### src/dtr_map.svh
`ifndef DTR_MAP_SVH
`define DTR_MAP_SVH

// ==========================================================
// Port addresses
`define DTR_ADDR_TEST_OUTPUT_SELECT      16'h9872
`define DTR_ADDR_DELAY     16'hA072
`define DTR_ADDR_TEST_EN   16'hA872
`define DTR_ADDR_STATUS    16'hDC72

// ==========================================================
// Diagnostic register fields
`define DTR_TEST_OUTPUT_SELECT_SEL_MSB   5
`define DTR_TEST_OUTPUT_SELECT_STATE_BIT 6
`define DTR_SEL_NORMAL     6'h00
`define DTR_SEL_SPK_OFF    6'h01
`define DTR_TEST_OUTPUT_SELECT_SEL_RST   6'h00

// ==========================================================
// Delay line register fields
`define DTR_DLY_LOCK_BIT   7
`define DTR_DLY_FREEZE_BIT 6
`define DTR_DLY_CNT_MSB    5
`define DTR_DLY_CNT_INIT   6'h20

// ==========================================================
// Test enable register fields
`define DTR_TE_RW_MSB      9
`define DTR_TE_RW_RST      10'h000
// Arbitrary neutral stepping code
`define DTR_SEC_REV        4'h6

// ==========================================================
// Strength thresholds on the delay count and reset strength
`define DTR_TH_MID         6'h18
`define DTR_TH_FULL        6'h30
`define DTR_STR_RST        2'h3

`endif

### src/dtr_pkg.sv
`include "dtr_map.svh"

package dtr_pkg;

  // I/O port request from the host side decoder
  typedef struct packed {
    logic [15:0] addr;
    logic        rd;
    logic        wr;
    logic [15:0] wdata;
  } dtr_io_s;

  // Writable test enable bits 09-00
  typedef struct packed {
    logic retrace_activity_unmask;
    logic delay_line_test;
    logic cpu_type_test_enable;
    logic dma_regfile_test_a;
    logic dma_regfile_test_b;
    logic ems_map_test_a;
    logic ems_map_test_b;
    logic pulldown_enable;
    logic first_access_page_disable;
    logic level_irq_enable;
  } dtr_test_en_s;

  // Calibrator phase
  typedef enum logic {
    DTR_CAL_SEEK,
    DTR_CAL_TRACK
  } dtr_cal_e;

  // Count to strength as {strength_mid, slow}; 01 never produced
  function automatic logic [1:0] dtr_strength(input logic [5:0] cnt);
    if (cnt < `DTR_TH_MID)
      return 2'h0;
    else if (cnt < `DTR_TH_FULL)
      return 2'h2;
    else
      return 2'h3;
  endfunction

endpackage

### src/dtr_sync3.sv
`timescale 1ns/1ps

module dtr_sync3
  import dtr_pkg::*;
#(
  parameter int W = 8
) (
  input  wire logic         clk_sys,
  input  wire logic         rst,
  input  wire logic [W-1:0] din,
  output logic      [W-1:0] dout
);

  logic [W-1:0] s1;
  logic [W-1:0] s2;
  logic [W-1:0] s3;

  // ==========================================================
  // Three stages; first stage feeds only the second
  always_ff @(posedge clk_sys) begin
    if (rst) begin
      s1 <= '0;
      s2 <= '0;
      s3 <= '0;
    end else begin
      s1 <= din;
      s2 <= s1;
      s3 <= s2;
    end
  end

  // A bit changes only once stages two and three agree
  always_ff @(posedge clk_sys) begin
    if (rst)
      dout <= '0;
    else
      dout <= (s3 & ~(s2 ^ s3)) | (dout & (s2 ^ s3));
  end

endmodule

### src/dtr_delay_cal.sv
`timescale 1ns/1ps
`include "dtr_map.svh"

module dtr_delay_cal
  import dtr_pkg::*;
(
  input  wire logic       clk_sys,
  input  wire logic       rst,
  input  wire logic       refresh,
  input  wire logic       too_short,
  input  wire logic       freeze,
  input  wire logic       lock,
  input  wire logic       load,
  input  wire logic [5:0] load_val,
  output logic      [5:0] count,
  output logic      [1:0] strength,
  output logic            cal_done,
  output logic            step_up
);

  dtr_cal_e   phase;
  logic [5:0] prev_count;

  // ==========================================================
  // Delay counter: one element per refresh unless frozen
  always_ff @(posedge clk_sys) begin
    if (rst) begin
      count   <= `DTR_DLY_CNT_INIT;
      step_up <= 1'b0;
    end else if (freeze) begin
      if (load)
        count <= load_val;
    end else if (refresh) begin
      step_up <= too_short;
      if (too_short && count != 6'h3F)
        count <= count + 6'h01;
      else if (!too_short && count != 6'h00)
        count <= count - 6'h01;
    end
  end

  // First reversal of direction ends initial calibration
  always_ff @(posedge clk_sys) begin
    if (rst) begin
      phase    <= DTR_CAL_SEEK;
      cal_done <= 1'b0;
    end else begin
      case (phase)
        DTR_CAL_SEEK: begin
          if (refresh && !freeze && count != `DTR_DLY_CNT_INIT && too_short != step_up) begin
            phase    <= DTR_CAL_TRACK;
            cal_done <= 1'b1;
          end
        end
        DTR_CAL_TRACK: cal_done <= 1'b1;
        default:       phase <= DTR_CAL_SEEK;
      endcase
    end
  end

  // Strength recomputed on a count change unless locked
  always_ff @(posedge clk_sys) begin
    if (rst) begin
      strength   <= `DTR_STR_RST;
      prev_count <= `DTR_DLY_CNT_INIT;
    end else begin
      prev_count <= count;
      if (!lock && count != prev_count)
        strength <= dtr_strength(count);
    end
  end

  // ==========================================================
  // Checks
  property p_freeze_holds;
    @(posedge clk_sys) disable iff (rst)
      (freeze && !load) |=> $stable(count);
  endproperty
  a_freeze_holds: assert property (p_freeze_holds) else $error("count moved while frozen");

  property p_step_one;
    @(posedge clk_sys) disable iff (rst)
      (!freeze && refresh) |=> (count - $past(count) == 6'h01 || $past(count) - count == 6'h01
                                || $stable(count));
  endproperty
  a_step_one: assert property (p_step_one) else $error("step not one element");

  property p_lock_holds;
    @(posedge clk_sys) disable iff (rst)
      lock |=> $stable(strength);
  endproperty
  a_lock_holds: assert property (p_lock_holds) else $error("strength moved while locked");

endmodule

### src/dtr_regs.sv
`timescale 1ns/1ps
`include "dtr_map.svh"


module dtr_regs
  import dtr_pkg::*;
(
  input  wire logic        clk_sys,
  input  wire logic        rst,
  input  wire dtr_io_s     io_req,
  output logic      [15:0] io_rdata,
  input  wire logic [63:0] test_output_select_sources,
  input  wire logic        refresh_cycle,
  input  wire logic        delay_too_short,
  input  wire logic [1:0]  ems_selftest_in,
  input  wire logic [5:0]  selftest_in,
  input  wire logic        line9_request_flag,
  input  wire logic        line9_service_flag,
  input  wire logic        cpu_power_down,
  input  wire logic        full_power_down,
  input  wire logic        irq_edge_level_sel,
  output logic             speaker_enable,
  output logic             test_output_select_output_enable,
  output logic             activity_line9_request,
  output logic             activity_line9_service,
  output logic             pulldown_on,
  output logic             first_access_page_disable,
  output logic             irq_level_mode,
  output logic [5:0]       factory_test_enables,
  output logic [1:0]       buffer_strength
);

  // ==========================================================
  // Storage
  logic [5:0]   test_output_select;
  logic         strength_lock;
  logic         delay_freeze;
  logic [7:0]   delay_upper;
  dtr_test_en_s test_en;

  // Synchronised pins
  logic [63:0]  test_output_select_sync;
  logic [7:0]   node_sync;
  logic [1:0]   ems_selftest;
  logic [5:0]   selftest_nodes;
  logic         too_short_sync;

  // Calibrator
  logic [5:0]   delay_count;
  logic [1:0]   strength;
  logic         cal_done;
  logic         step_up;
  logic         delay_load;

  // Read mux
  logic [15:0]  next_rdata;
  logic         test_signal_state;
  logic [6:0]   delay_node_taps;

  // Write strobes
  logic         wr_test_output_select;
  logic         wr_delay;
  logic         wr_test;

  assign wr_test_output_select  = io_req.wr && io_req.addr == `DTR_ADDR_TEST_OUTPUT_SELECT;
  assign wr_delay = io_req.wr && io_req.addr == `DTR_ADDR_DELAY;
  assign wr_test  = io_req.wr && io_req.addr == `DTR_ADDR_TEST_EN;

  // ==========================================================
  // Pin synchronisers
  dtr_sync3 #(
    .W (64)
  ) u_sync_test_output_select (
    .clk_sys (clk_sys),
    .rst     (rst),
    .din     (test_output_select_sources),
    .dout    (test_output_select_sync)
  );

  dtr_sync3 #(
    .W (9)
  ) u_sync_nodes (
    .clk_sys (clk_sys),
    .rst     (rst),
    .din     ({delay_too_short, ems_selftest_in, selftest_in}),
    .dout    ({too_short_sync, node_sync})
  );

  assign ems_selftest   = node_sync[7:6];
  assign selftest_nodes = node_sync[5:0];

  // ==========================================================
  // Diagnostic select
  always_ff @(posedge clk_sys) begin
    if (rst)
      test_output_select <= `DTR_TEST_OUTPUT_SELECT_SEL_RST;
    else if (wr_test_output_select)
      test_output_select <= io_req.wdata[`DTR_TEST_OUTPUT_SELECT_SEL_MSB:0];
  end

  // Live state of the selected source
  assign test_signal_state = test_output_select_sync[test_output_select];

  // Speaker silenced only by code 1; reserved codes drive observation
  always_ff @(posedge clk_sys) begin
    if (rst) begin
      speaker_enable     <= 1'b1;
      test_output_select_output_enable <= 1'b0;
    end else begin
      speaker_enable     <= test_output_select != `DTR_SEL_SPK_OFF;
      test_output_select_output_enable <= test_output_select != `DTR_SEL_NORMAL
                            && test_output_select != `DTR_SEL_SPK_OFF;
    end
  end

  // ==========================================================
  // Delay line control register
  always_ff @(posedge clk_sys) begin
    if (rst) begin
      strength_lock <= 1'b0;
      delay_freeze  <= 1'b0;
    end else if (wr_delay) begin
      strength_lock <= io_req.wdata[`DTR_DLY_LOCK_BIT];
      delay_freeze  <= io_req.wdata[`DTR_DLY_FREEZE_BIT];
    end
  end

  // Upper byte is plain storage without a reset value
  always_ff @(posedge clk_sys) begin
    if (wr_delay)
      delay_upper <= io_req.wdata[15:8];
  end

  // Counter load honoured only when freeze was already set
  assign delay_load = wr_delay && delay_freeze;

  dtr_delay_cal u_cal (
    .clk_sys   (clk_sys),
    .rst       (rst),
    .refresh   (refresh_cycle),
    .too_short (too_short_sync),
    .freeze    (delay_freeze),
    .lock      (strength_lock),
    .load      (delay_load),
    .load_val  (io_req.wdata[`DTR_DLY_CNT_MSB:0]),
    .count     (delay_count),
    .strength  (strength),
    .cal_done  (cal_done),
    .step_up   (step_up)
  );

  // Internal tap view: count plus tuning direction
  assign delay_node_taps = {delay_count, step_up};

  // ==========================================================
  // Test enable register; top six bits never stored
  always_ff @(posedge clk_sys) begin
    if (rst)
      test_en <= `DTR_TE_RW_RST;
    else if (wr_test)
      test_en <= io_req.wdata[`DTR_TE_RW_MSB:0];
  end

  // ==========================================================
  // Controls for neighbouring blocks, registered
  always_ff @(posedge clk_sys) begin
    if (rst) begin
      activity_line9_request    <= 1'b0;
      activity_line9_service    <= 1'b0;
      pulldown_on               <= 1'b0;
      first_access_page_disable <= 1'b0;
      irq_level_mode            <= 1'b0;
      factory_test_enables      <= 6'h00;
      buffer_strength           <= `DTR_STR_RST;
    end else begin
      activity_line9_request    <= line9_request_flag && test_en.retrace_activity_unmask;
      activity_line9_service    <= line9_service_flag && test_en.retrace_activity_unmask;
      pulldown_on               <= test_en.pulldown_enable
                                   && (cpu_power_down || full_power_down);
      first_access_page_disable <= test_en.first_access_page_disable;
      irq_level_mode            <= test_en.level_irq_enable && irq_edge_level_sel;
      factory_test_enables      <= {test_en.delay_line_test,
                                    test_en.cpu_type_test_enable,
                                    test_en.dma_regfile_test_a,
                                    test_en.dma_regfile_test_b,
                                    test_en.ems_map_test_a,
                                    test_en.ems_map_test_b};
      buffer_strength           <= strength;
    end
  end

  // ==========================================================
  // Read path; unmapped ports read as zero
  always_comb begin
    next_rdata = 16'h0000;
    case (io_req.addr)
      `DTR_ADDR_TEST_OUTPUT_SELECT:
        next_rdata = {9'h000, test_signal_state, test_output_select};
      `DTR_ADDR_DELAY:
        next_rdata = {delay_upper, strength_lock, delay_freeze, delay_count};
      `DTR_ADDR_TEST_EN:
        next_rdata = {`DTR_SEC_REV, ems_selftest, test_en};
      `DTR_ADDR_STATUS:
        next_rdata = {cal_done, strength, delay_node_taps, selftest_nodes};
      default:
        next_rdata = 16'h0000;
    endcase
  end

  // Read data captured on the strobe and held until the next read
  always_ff @(posedge clk_sys) begin
    if (rst)
      io_rdata <= 16'h0000;
    else if (io_req.rd)
      io_rdata <= next_rdata;
  end

  // ==========================================================
  // Checks
  property p_ds_live;
    @(posedge clk_sys) disable iff (rst)
      (io_req.rd && io_req.addr == `DTR_ADDR_TEST_OUTPUT_SELECT)
        |=> io_rdata[`DTR_TEST_OUTPUT_SELECT_STATE_BIT] == $past(test_output_select_sync[test_output_select]);
  endproperty
  a_ds_live: assert property (p_ds_live) else $error("test_output_select state bit wrong");

  property p_speaker_off;
    @(posedge clk_sys) disable iff (rst)
      (test_output_select == `DTR_SEL_SPK_OFF) |=> !speaker_enable && !test_output_select_output_enable;
  endproperty
  a_speaker_off: assert property (p_speaker_off) else $error("speaker not silenced");

  property p_load_ignored;
    @(posedge clk_sys) disable iff (rst)
      (wr_delay && !delay_freeze && !refresh_cycle) |=> $stable(delay_count);
  endproperty
  a_load_ignored: assert property (p_load_ignored) else $error("count written while not frozen");

  property p_te_top_ro;
    @(posedge clk_sys) disable iff (rst)
      (io_req.rd && io_req.addr == `DTR_ADDR_TEST_EN) |=> io_rdata[15:12] == `DTR_SEC_REV;
  endproperty
  a_te_top_ro: assert property (p_te_top_ro) else $error("stepping code wrong");

  property p_te_write;
    @(posedge clk_sys) disable iff (rst)
      wr_test |=> test_en == $past(io_req.wdata[9:0]);
  endproperty
  a_te_write: assert property (p_te_write) else $error("test enable not stored");

  property p_unmask;
    @(posedge clk_sys) disable iff (rst)
      !test_en.retrace_activity_unmask ##1 !test_en.retrace_activity_unmask
        |-> !activity_line9_request && !activity_line9_service;
  endproperty
  a_unmask: assert property (p_unmask) else $error("line 9 leaked to monitor");

  property p_pulldown;
    @(posedge clk_sys) disable iff (rst)
      pulldown_on |-> $past(test_en.pulldown_enable)
                      && ($past(cpu_power_down) || $past(full_power_down));
  endproperty
  a_pulldown: assert property (p_pulldown) else $error("pulldown without cause");

  property p_level;
    @(posedge clk_sys) disable iff (rst)
      !test_en.level_irq_enable |=> !irq_level_mode;
  endproperty
  a_level: assert property (p_level) else $error("level mode while disabled");

  property p_no_01;
    @(posedge clk_sys) disable iff (rst)
      buffer_strength != 2'h1;
  endproperty
  a_no_01: assert property (p_no_01) else $error("invalid strength code");

  property p_cal_sticky;
    @(posedge clk_sys) disable iff (rst)
      cal_done |=> cal_done;
  endproperty
  a_cal_sticky: assert property (p_cal_sticky) else $error("calibration flag fell");

endmodule

### config.mk
export PLATFORM = sky130hd
export DESIGN_NAME = dtr_regs
export DESIGN_NICKNAME = d
export VERILOG_FILES = /design/src/dtr_pkg.sv /design/src/dtr_sync3.sv /design/src/dtr_delay_cal.sv /design/src/dtr_regs.sv
export VERILOG_INCLUDE_DIRS = /design/src /design/src/src
export SDC_FILE = /design/constraint.sdc
export NUM_CORES = 1
export LEC_CHECK = 0
export BUFFER_PORTS_ARGS = -buffer_cell sky130_fd_sc_hd__buf_2
export CAP_MARGIN = 10
export CORE_UTILIZATION = 60
export CTS_CLUSTER_DIAMETER = 40
export CTS_CLUSTER_SIZE = 12
export DETAILED_ROUTE_END_ITERATION = 8
export GPL_TIMING_DRIVEN = 0
export PLACE_DENSITY = 0.91
export SYNTH_ARGS = -nofsm -noshare
export SYNTH_HDL_FRONTEND = slang
export SYNTH_HIERARCHICAL = 1
export SYNTH_SLANG_ARGS = --single-unit
### constraint.sdc
create_clock -name clk_sys -period 5.1 [get_ports clk_sys]
set_input_delay 0.255 -clock clk_sys [delete_from_list [all_inputs] [get_ports clk_sys]]
set_output_delay 0.255 -clock clk_sys [all_outputs]
set_load 0.03 [all_outputs]
# ---- After elaboration in Yosys (flattened, before gate mapping)
# Cells that the tools add are included.
dict set report totals {
  wordCells 105
  ff_bits 366
}
dict set report classes {
  eq_ne 11
  reduce_logical 25
  bitwise_logic 12
  add_sub_neg 2
  order_cmp 3
  n_mux 14
}
# op count
set ops {}
lappend ops {{$and 64x64->64} 2}
lappend ops {{$eq 16x16->1 const B} 4}
lappend ops {{$not 64->64} 1}
lappend ops {{$or 64x64->64} 1}
lappend ops {{$pmux 16 s4} 1}
lappend ops {{$xor 64x64->64} 1}
lappend ops {{$mux 6} 5}
lappend ops {{$and 9x9->9} 2}
lappend ops {{$logic_and 1x1->1} 15}
lappend ops {{$ne 6x6->1 const B} 2}
lappend ops {{$reduce_bool 6->1} 2}
lappend ops {{$not 9->9} 1}
lappend ops {{$or 9x9->9} 1}
lappend ops {{$xor 9x9->9} 1}
lappend ops {{$lt 6x7->1 const B} 1}
lappend ops {{$add 6x1->6 const B} 1}
lappend ops {{$bmux 1 s6} 1}
lappend ops {{$lt 6x5->1 const B} 1}
lappend ops {{$lt 6x6->1 const B} 1}
lappend ops {{$ne 6x1->1 const B} 1}
lappend ops {{$ne 6x6->1} 1}
lappend ops {{$sub 6x1->6 const B} 1}
lappend ops {{$mux 1} 5}
lappend ops {{$ne 2x1->1 const B} 2}
lappend ops {{10 further kinds} 13}

# ---- Logic depth before layout (Yosys ltp)
dict set report depth {
  word_depth 6
  ltp_mapped 10
}

# ---- Modules after synthesis
# The synthesis kept the hierarchy.
# mod area_each_um2 instances cells_per_inst seq_area_each_um2
set by_module_without_submodules {}
lappend by_module_without_submodules {{dtr_sync3 (u_sync_test_output_select)} 7345.8 1 668 5124.9}
lappend by_module_without_submodules {dtr_regs 2845.2 1 290 1221.2}
lappend by_module_without_submodules {{dtr_sync3 (u_sync_nodes)} 1062.3 1 93 720.7}
lappend by_module_without_submodules {dtr_delay_cal 949.7 1 107 340.3}

# ---- Least setup slack after synthesis
# No wires, ideal clock.
dict set report synth_timing {
  path_kind {input port to flip-flop}
  start {input io_req[27] (netlist name)}
  end {register u_cal.count[4]}
  arrival_time_ns 2.549
  slack_ns 2.435
  setup_time_ns 0.116
  t_required_ns 4.984
  stages 8
  n_path_buf 1
  cell_sequence {or4b_4 -> or4_4 -> nor3b_4 -> and2_1 -> a32o_1 -> buf_6 -> o311ai_4 -> o211a_1}
}
dict set report synth_via {
  elab_chain_cells 5
}
# element line_no
set synth_lines {}
lappend synth_lines {{start: declaration} dtr_regs.sv:10} ;# input wire dtr_io_s io_req,
lappend synth_lines {{$eq 16x16->1} n/a}
lappend synth_lines {{$logic_and 1x1->1 (no line)} n/a}
lappend synth_lines {{$logic_and 1x1->1} dtr_regs.sv:135} ;# assign delay_load = wr_delay && delay_freeze;
lappend synth_lines {{named net delay_load} dtr_regs.sv:53} ;# logic delay_load;
lappend synth_lines {{$ne 2x1->1 (no line)} n/a}
lappend synth_lines {{$reduce_and 3->1 (no line)} n/a}
lappend synth_lines {{end signal: assignment} dtr_delay_cal.sv:32} ;# count <= load_val;
lappend synth_lines {{end signal: assignment} dtr_delay_cal.sv:36} ;# count <= count + 6'h01;
lappend synth_lines {{end signal: assignment} dtr_delay_cal.sv:38} ;# count <= count - 6'h01;
lappend synth_lines {{end: declaration} dtr_delay_cal.sv:15} ;# output logic [5:0] count,
# The timed path passes the listed nets, and every way through them passes these cells.
# A chain may end at the register's enable or synchronous reset.

# ---- Final worst setup path
dict set report layout_timing {
  start {register test_output_select[2]}
  end {register io_rdata[6]}
}
dict set report layout_via {
  elab_chain_cells 3
}
# element line_no
set layout_lines {}
lappend layout_lines {{start: declaration} dtr_regs.sv:35} ;# logic [5:0] test_output_select;
lappend layout_lines {{start signal: assignment} dtr_regs.sv:96} ;# test_output_select <= `DTR_TEST_OUTPUT_SELECT_SEL_RST;
lappend layout_lines {{start signal: assignment} dtr_regs.sv:98} ;# test_output_select <= io_req.wdata[`DTR_TEST_OUTPUT_SELECT_SEL_MSB:0];
lappend layout_lines {{$bmux 1 s6} dtr_regs.sv:102} ;# assign test_signal_state = test_output_select_sync[test_output_select];
lappend layout_lines {{$mux 1 (not written as such)} dtr_regs.sv:102}
lappend layout_lines {{$pmux 16 s4} dtr_regs.sv:196} ;# case (io_req.addr)
lappend layout_lines {{end signal: assignment} dtr_regs.sv:215} ;# io_rdata <= next_rdata;
lappend layout_lines {{end: declaration} dtr_regs.sv:11} ;# output logic [15:0] io_rdata,
# Every way passes these cells. The select of a mux whose other input is x is not followed.

==> impl_metrics.ini <==
[outcome]
status = finished clean

[drt]
avgRoutedWirePerCell_um = 17.7
drt_wl_total_mm = 30.3
final_antenna_net_count = 0
drt-initial-drc-count = 558
avgViaCountPerCell = 5.44
drt-pass1-iter-count = 5
drc = 0
vias = 9299

[synthesis]
synth_edf_count = 8
netlist.top_cell.by_area = dfxtp_1
syn_inst = 1158
synthSimpleGateAreaFrac_pct = 20.4
synth_area_leaders = dfxtp_1, nor2b_1, a21oi_1, nand2_1, o21ai_0
synth.top_cells.by_count = dfxtp_1, nor2b_1, nand2_1
syn-cell-area_mm2 = 0.0122
synth_area_per_cell_um2 = 10.5
yosysMostFrequentCell = dfxtp_1
synthMuxAreaShare_pct = 4.63
synthAdderAreaFrac_pct = 0.574
synthArstFlopShare_pct = 0
yosys_register_bits = 366
ys_seq_area_share_pct = 60.7
ys_dominant_reg_cell = dfxtp_1
syn-num-nets = 1278
synth_compound_area_share_pct = 10.4
synth_top_family_by_area = simple AND/OR/NAND/NOR gates
synth.top_cell.area_share_pct = 58.7
synth_xor_area_share_pct = 0.646
yosysWarnings = 6
ys_types = 57

[clocking]
numCtsBuffers = 40
numClockSinks = 366
htreeDepth = 2
clk_pin_slew_worst_paths_ns = 0.06
clk_latency_ns = 0.52
cts-root-buf = clkbuf_16
postCtsSetupBuffers = 0
cts_resized = 0
cts_tree = built
cts_buffer_depth = 3
ctsHoldBuffers = 83

[critical_path]
cp_num_buf_inv = 2
slowest_delay_ns = 0.61
startpoint_type = register
crit_top_cell = clkbuf_1
cp_max_fo = 10
slowest_stage = clkbuf_1
cpLargestDelayFamily = buffers and inverters
path_cells = clkbuf_1, clkbuf_1, mux4_2, a21boi_0, nand4_1, a211oi_1, o21ai_0
endpoint_kind = register
crit_required_ns = 5.48
criticalPathCategory = register to register
arrival_ns = 3.22

[floorplan]
row_count = 51
start_util_pct = 61.9
die_h_um = 145
pin_count = 146
die_w_um = 145
dieArea_mm2 = 0.0209
core_area_mm2 = 0.0197

[place]
dp_hpwl_mm = 17.5
place_area_mm2 = 0.0133
gp_congestion = 0.861
io_buffers = 143

[power]
p_leak_uw = 0.00602
worst_ir_drop_vdd_v = 0.000325
powerDensity_mw_per_mm2 = 395

[timing]
setup-tns-final_ns = 0
fmaxAchievable_mhz = 353
worstMarginPinSlew_ns = 0.737
fin_skew_ns = 0.0157
period_share_pct = 55.6
maxSlewViolCount = 0
slew_headroom_pct = 50.9
period_minus_slack_ns = 2.83
grt_setup_unrepaired = false
finalHoldViolCount = 0
finalSetupViolations = 0

[finish]
fillCellCount = 1184
n_antenna_cell = 0
area_growth_pct = 25.2
fin_area_mm2 = 0.0153
layout.nets = 1546
drive_above_1_share_pct = 19.1

[global_routing]
grt_max_degree = 17
antenna_found_initial = 1
grt_pass1_wl_mm = 46.3
grt_usage_pct = 29.2
grt_overflow = 0
grt_pass1_vias = 9511

[run]
cap_violations = 0

[min_path]
hp-class = input port to register
==> per-stage QoR <==
stage | hold WS, ns | utilization, % | power, µW | std cells | worst slack (ns)
final | 0.0178 | 77.5 | 6040 | 1708 | 2.27
after detailed placement | 0.421 | 67.2 | 3350 | 1566 | 2.03
after CTS | 0.00601 | 77.5 | 6040 | 1708 | 2.34
after global routing | 0.0325 | 77.5 | 6230 | 1708 | 2.16
after floorplan | 0.351 | - | 3230 | 1158 | 2.43
after global placement | 0.418 | 67.2 | 3330 | 1566 | 2.12
==> per-layer routing <==
layer | wire length (µm) | vias up | GRT usage [%]
met2 | 15700 | 392 | 54.7
li1 | - | 4413 | -
met5 | 13 | - | 0
met4 | 1370 | 2 | 14.1
met3 | 1820 | 105 | 5.93
met1 | 11400 | 4387 | 31.0
==> final cells by class <==
type | count | area [µm²] | share of cell area [%]
clock buffer | 49 | 1060 | 6.97
buffer | 57 | 290 | 1.90
timing repair buffer | 226 | 1550 | 10.1
clock inverter | 10 | 135 | 0.884
inverter | 8 | 30.0 | 0.197
tap | 265 | 332 | 2.17
sequential | 366 | 7410 | 48.5
multi-input combinational | 727 | 4480 | 29.3
==> worst min-delay path, cell delays in order <==
cell and delay (ns):
buf_2 0.12, nand2_1 0.05, a21oi_1 0.06
==> cell families (layout without fill, tap and decap cells) <==
group / Yosys count / count (layout)
XOR/XNOR: 9 / 9
buffers and inverters: 65 / 350
flip-flops: 366 / 366
AND/OR/NAND/NOR: 449 / 449
adder cells (fa/ha/maj): 5 / 5
multiplexers: 36 / 36
AO/OA/AOI/OAI: 228 / 228
==> power breakdown <==
part | internal [µW] | switching [µW]
Sequential | 2960 | 59.4
Combinational | 175 | 165
Clock | 1580 | 1110
==> placed cells by master, fill, tap and decap left out, drive strengths merged, types with 6 or more instances in the layout <==
cell         netlist  final
buf               40    183
mux2i             16     16
clkbuf            17     66
mux4              16     16
and3               6      6
nand2            118    118
o21ai             91     91
and2b              6      6
a211oi            10     10
dfxtp            358    358
xor2               6      6
dlygate4sd3        0     83
nor2b            228    228
a21oi            104    104
edfxtp             8      8
nor2              36     36
nand3             17     17
inv                8     12
==> final timing paths <==
kind,start,to,slack (ns),cells after the start
setup reg to reg,test_output_select[2],io_rdata[6],2.27,7
setup / recovery,test_output_select[2],io_rdata[6],2.27,7
hold / removal,io_req[6],test_en[6],0.02,3
hold reg to reg,u_sync_test_output_select/s1[43],u_sync_test_output_select/s2[43],0.43,1
(Power assumes the default switching activity.)
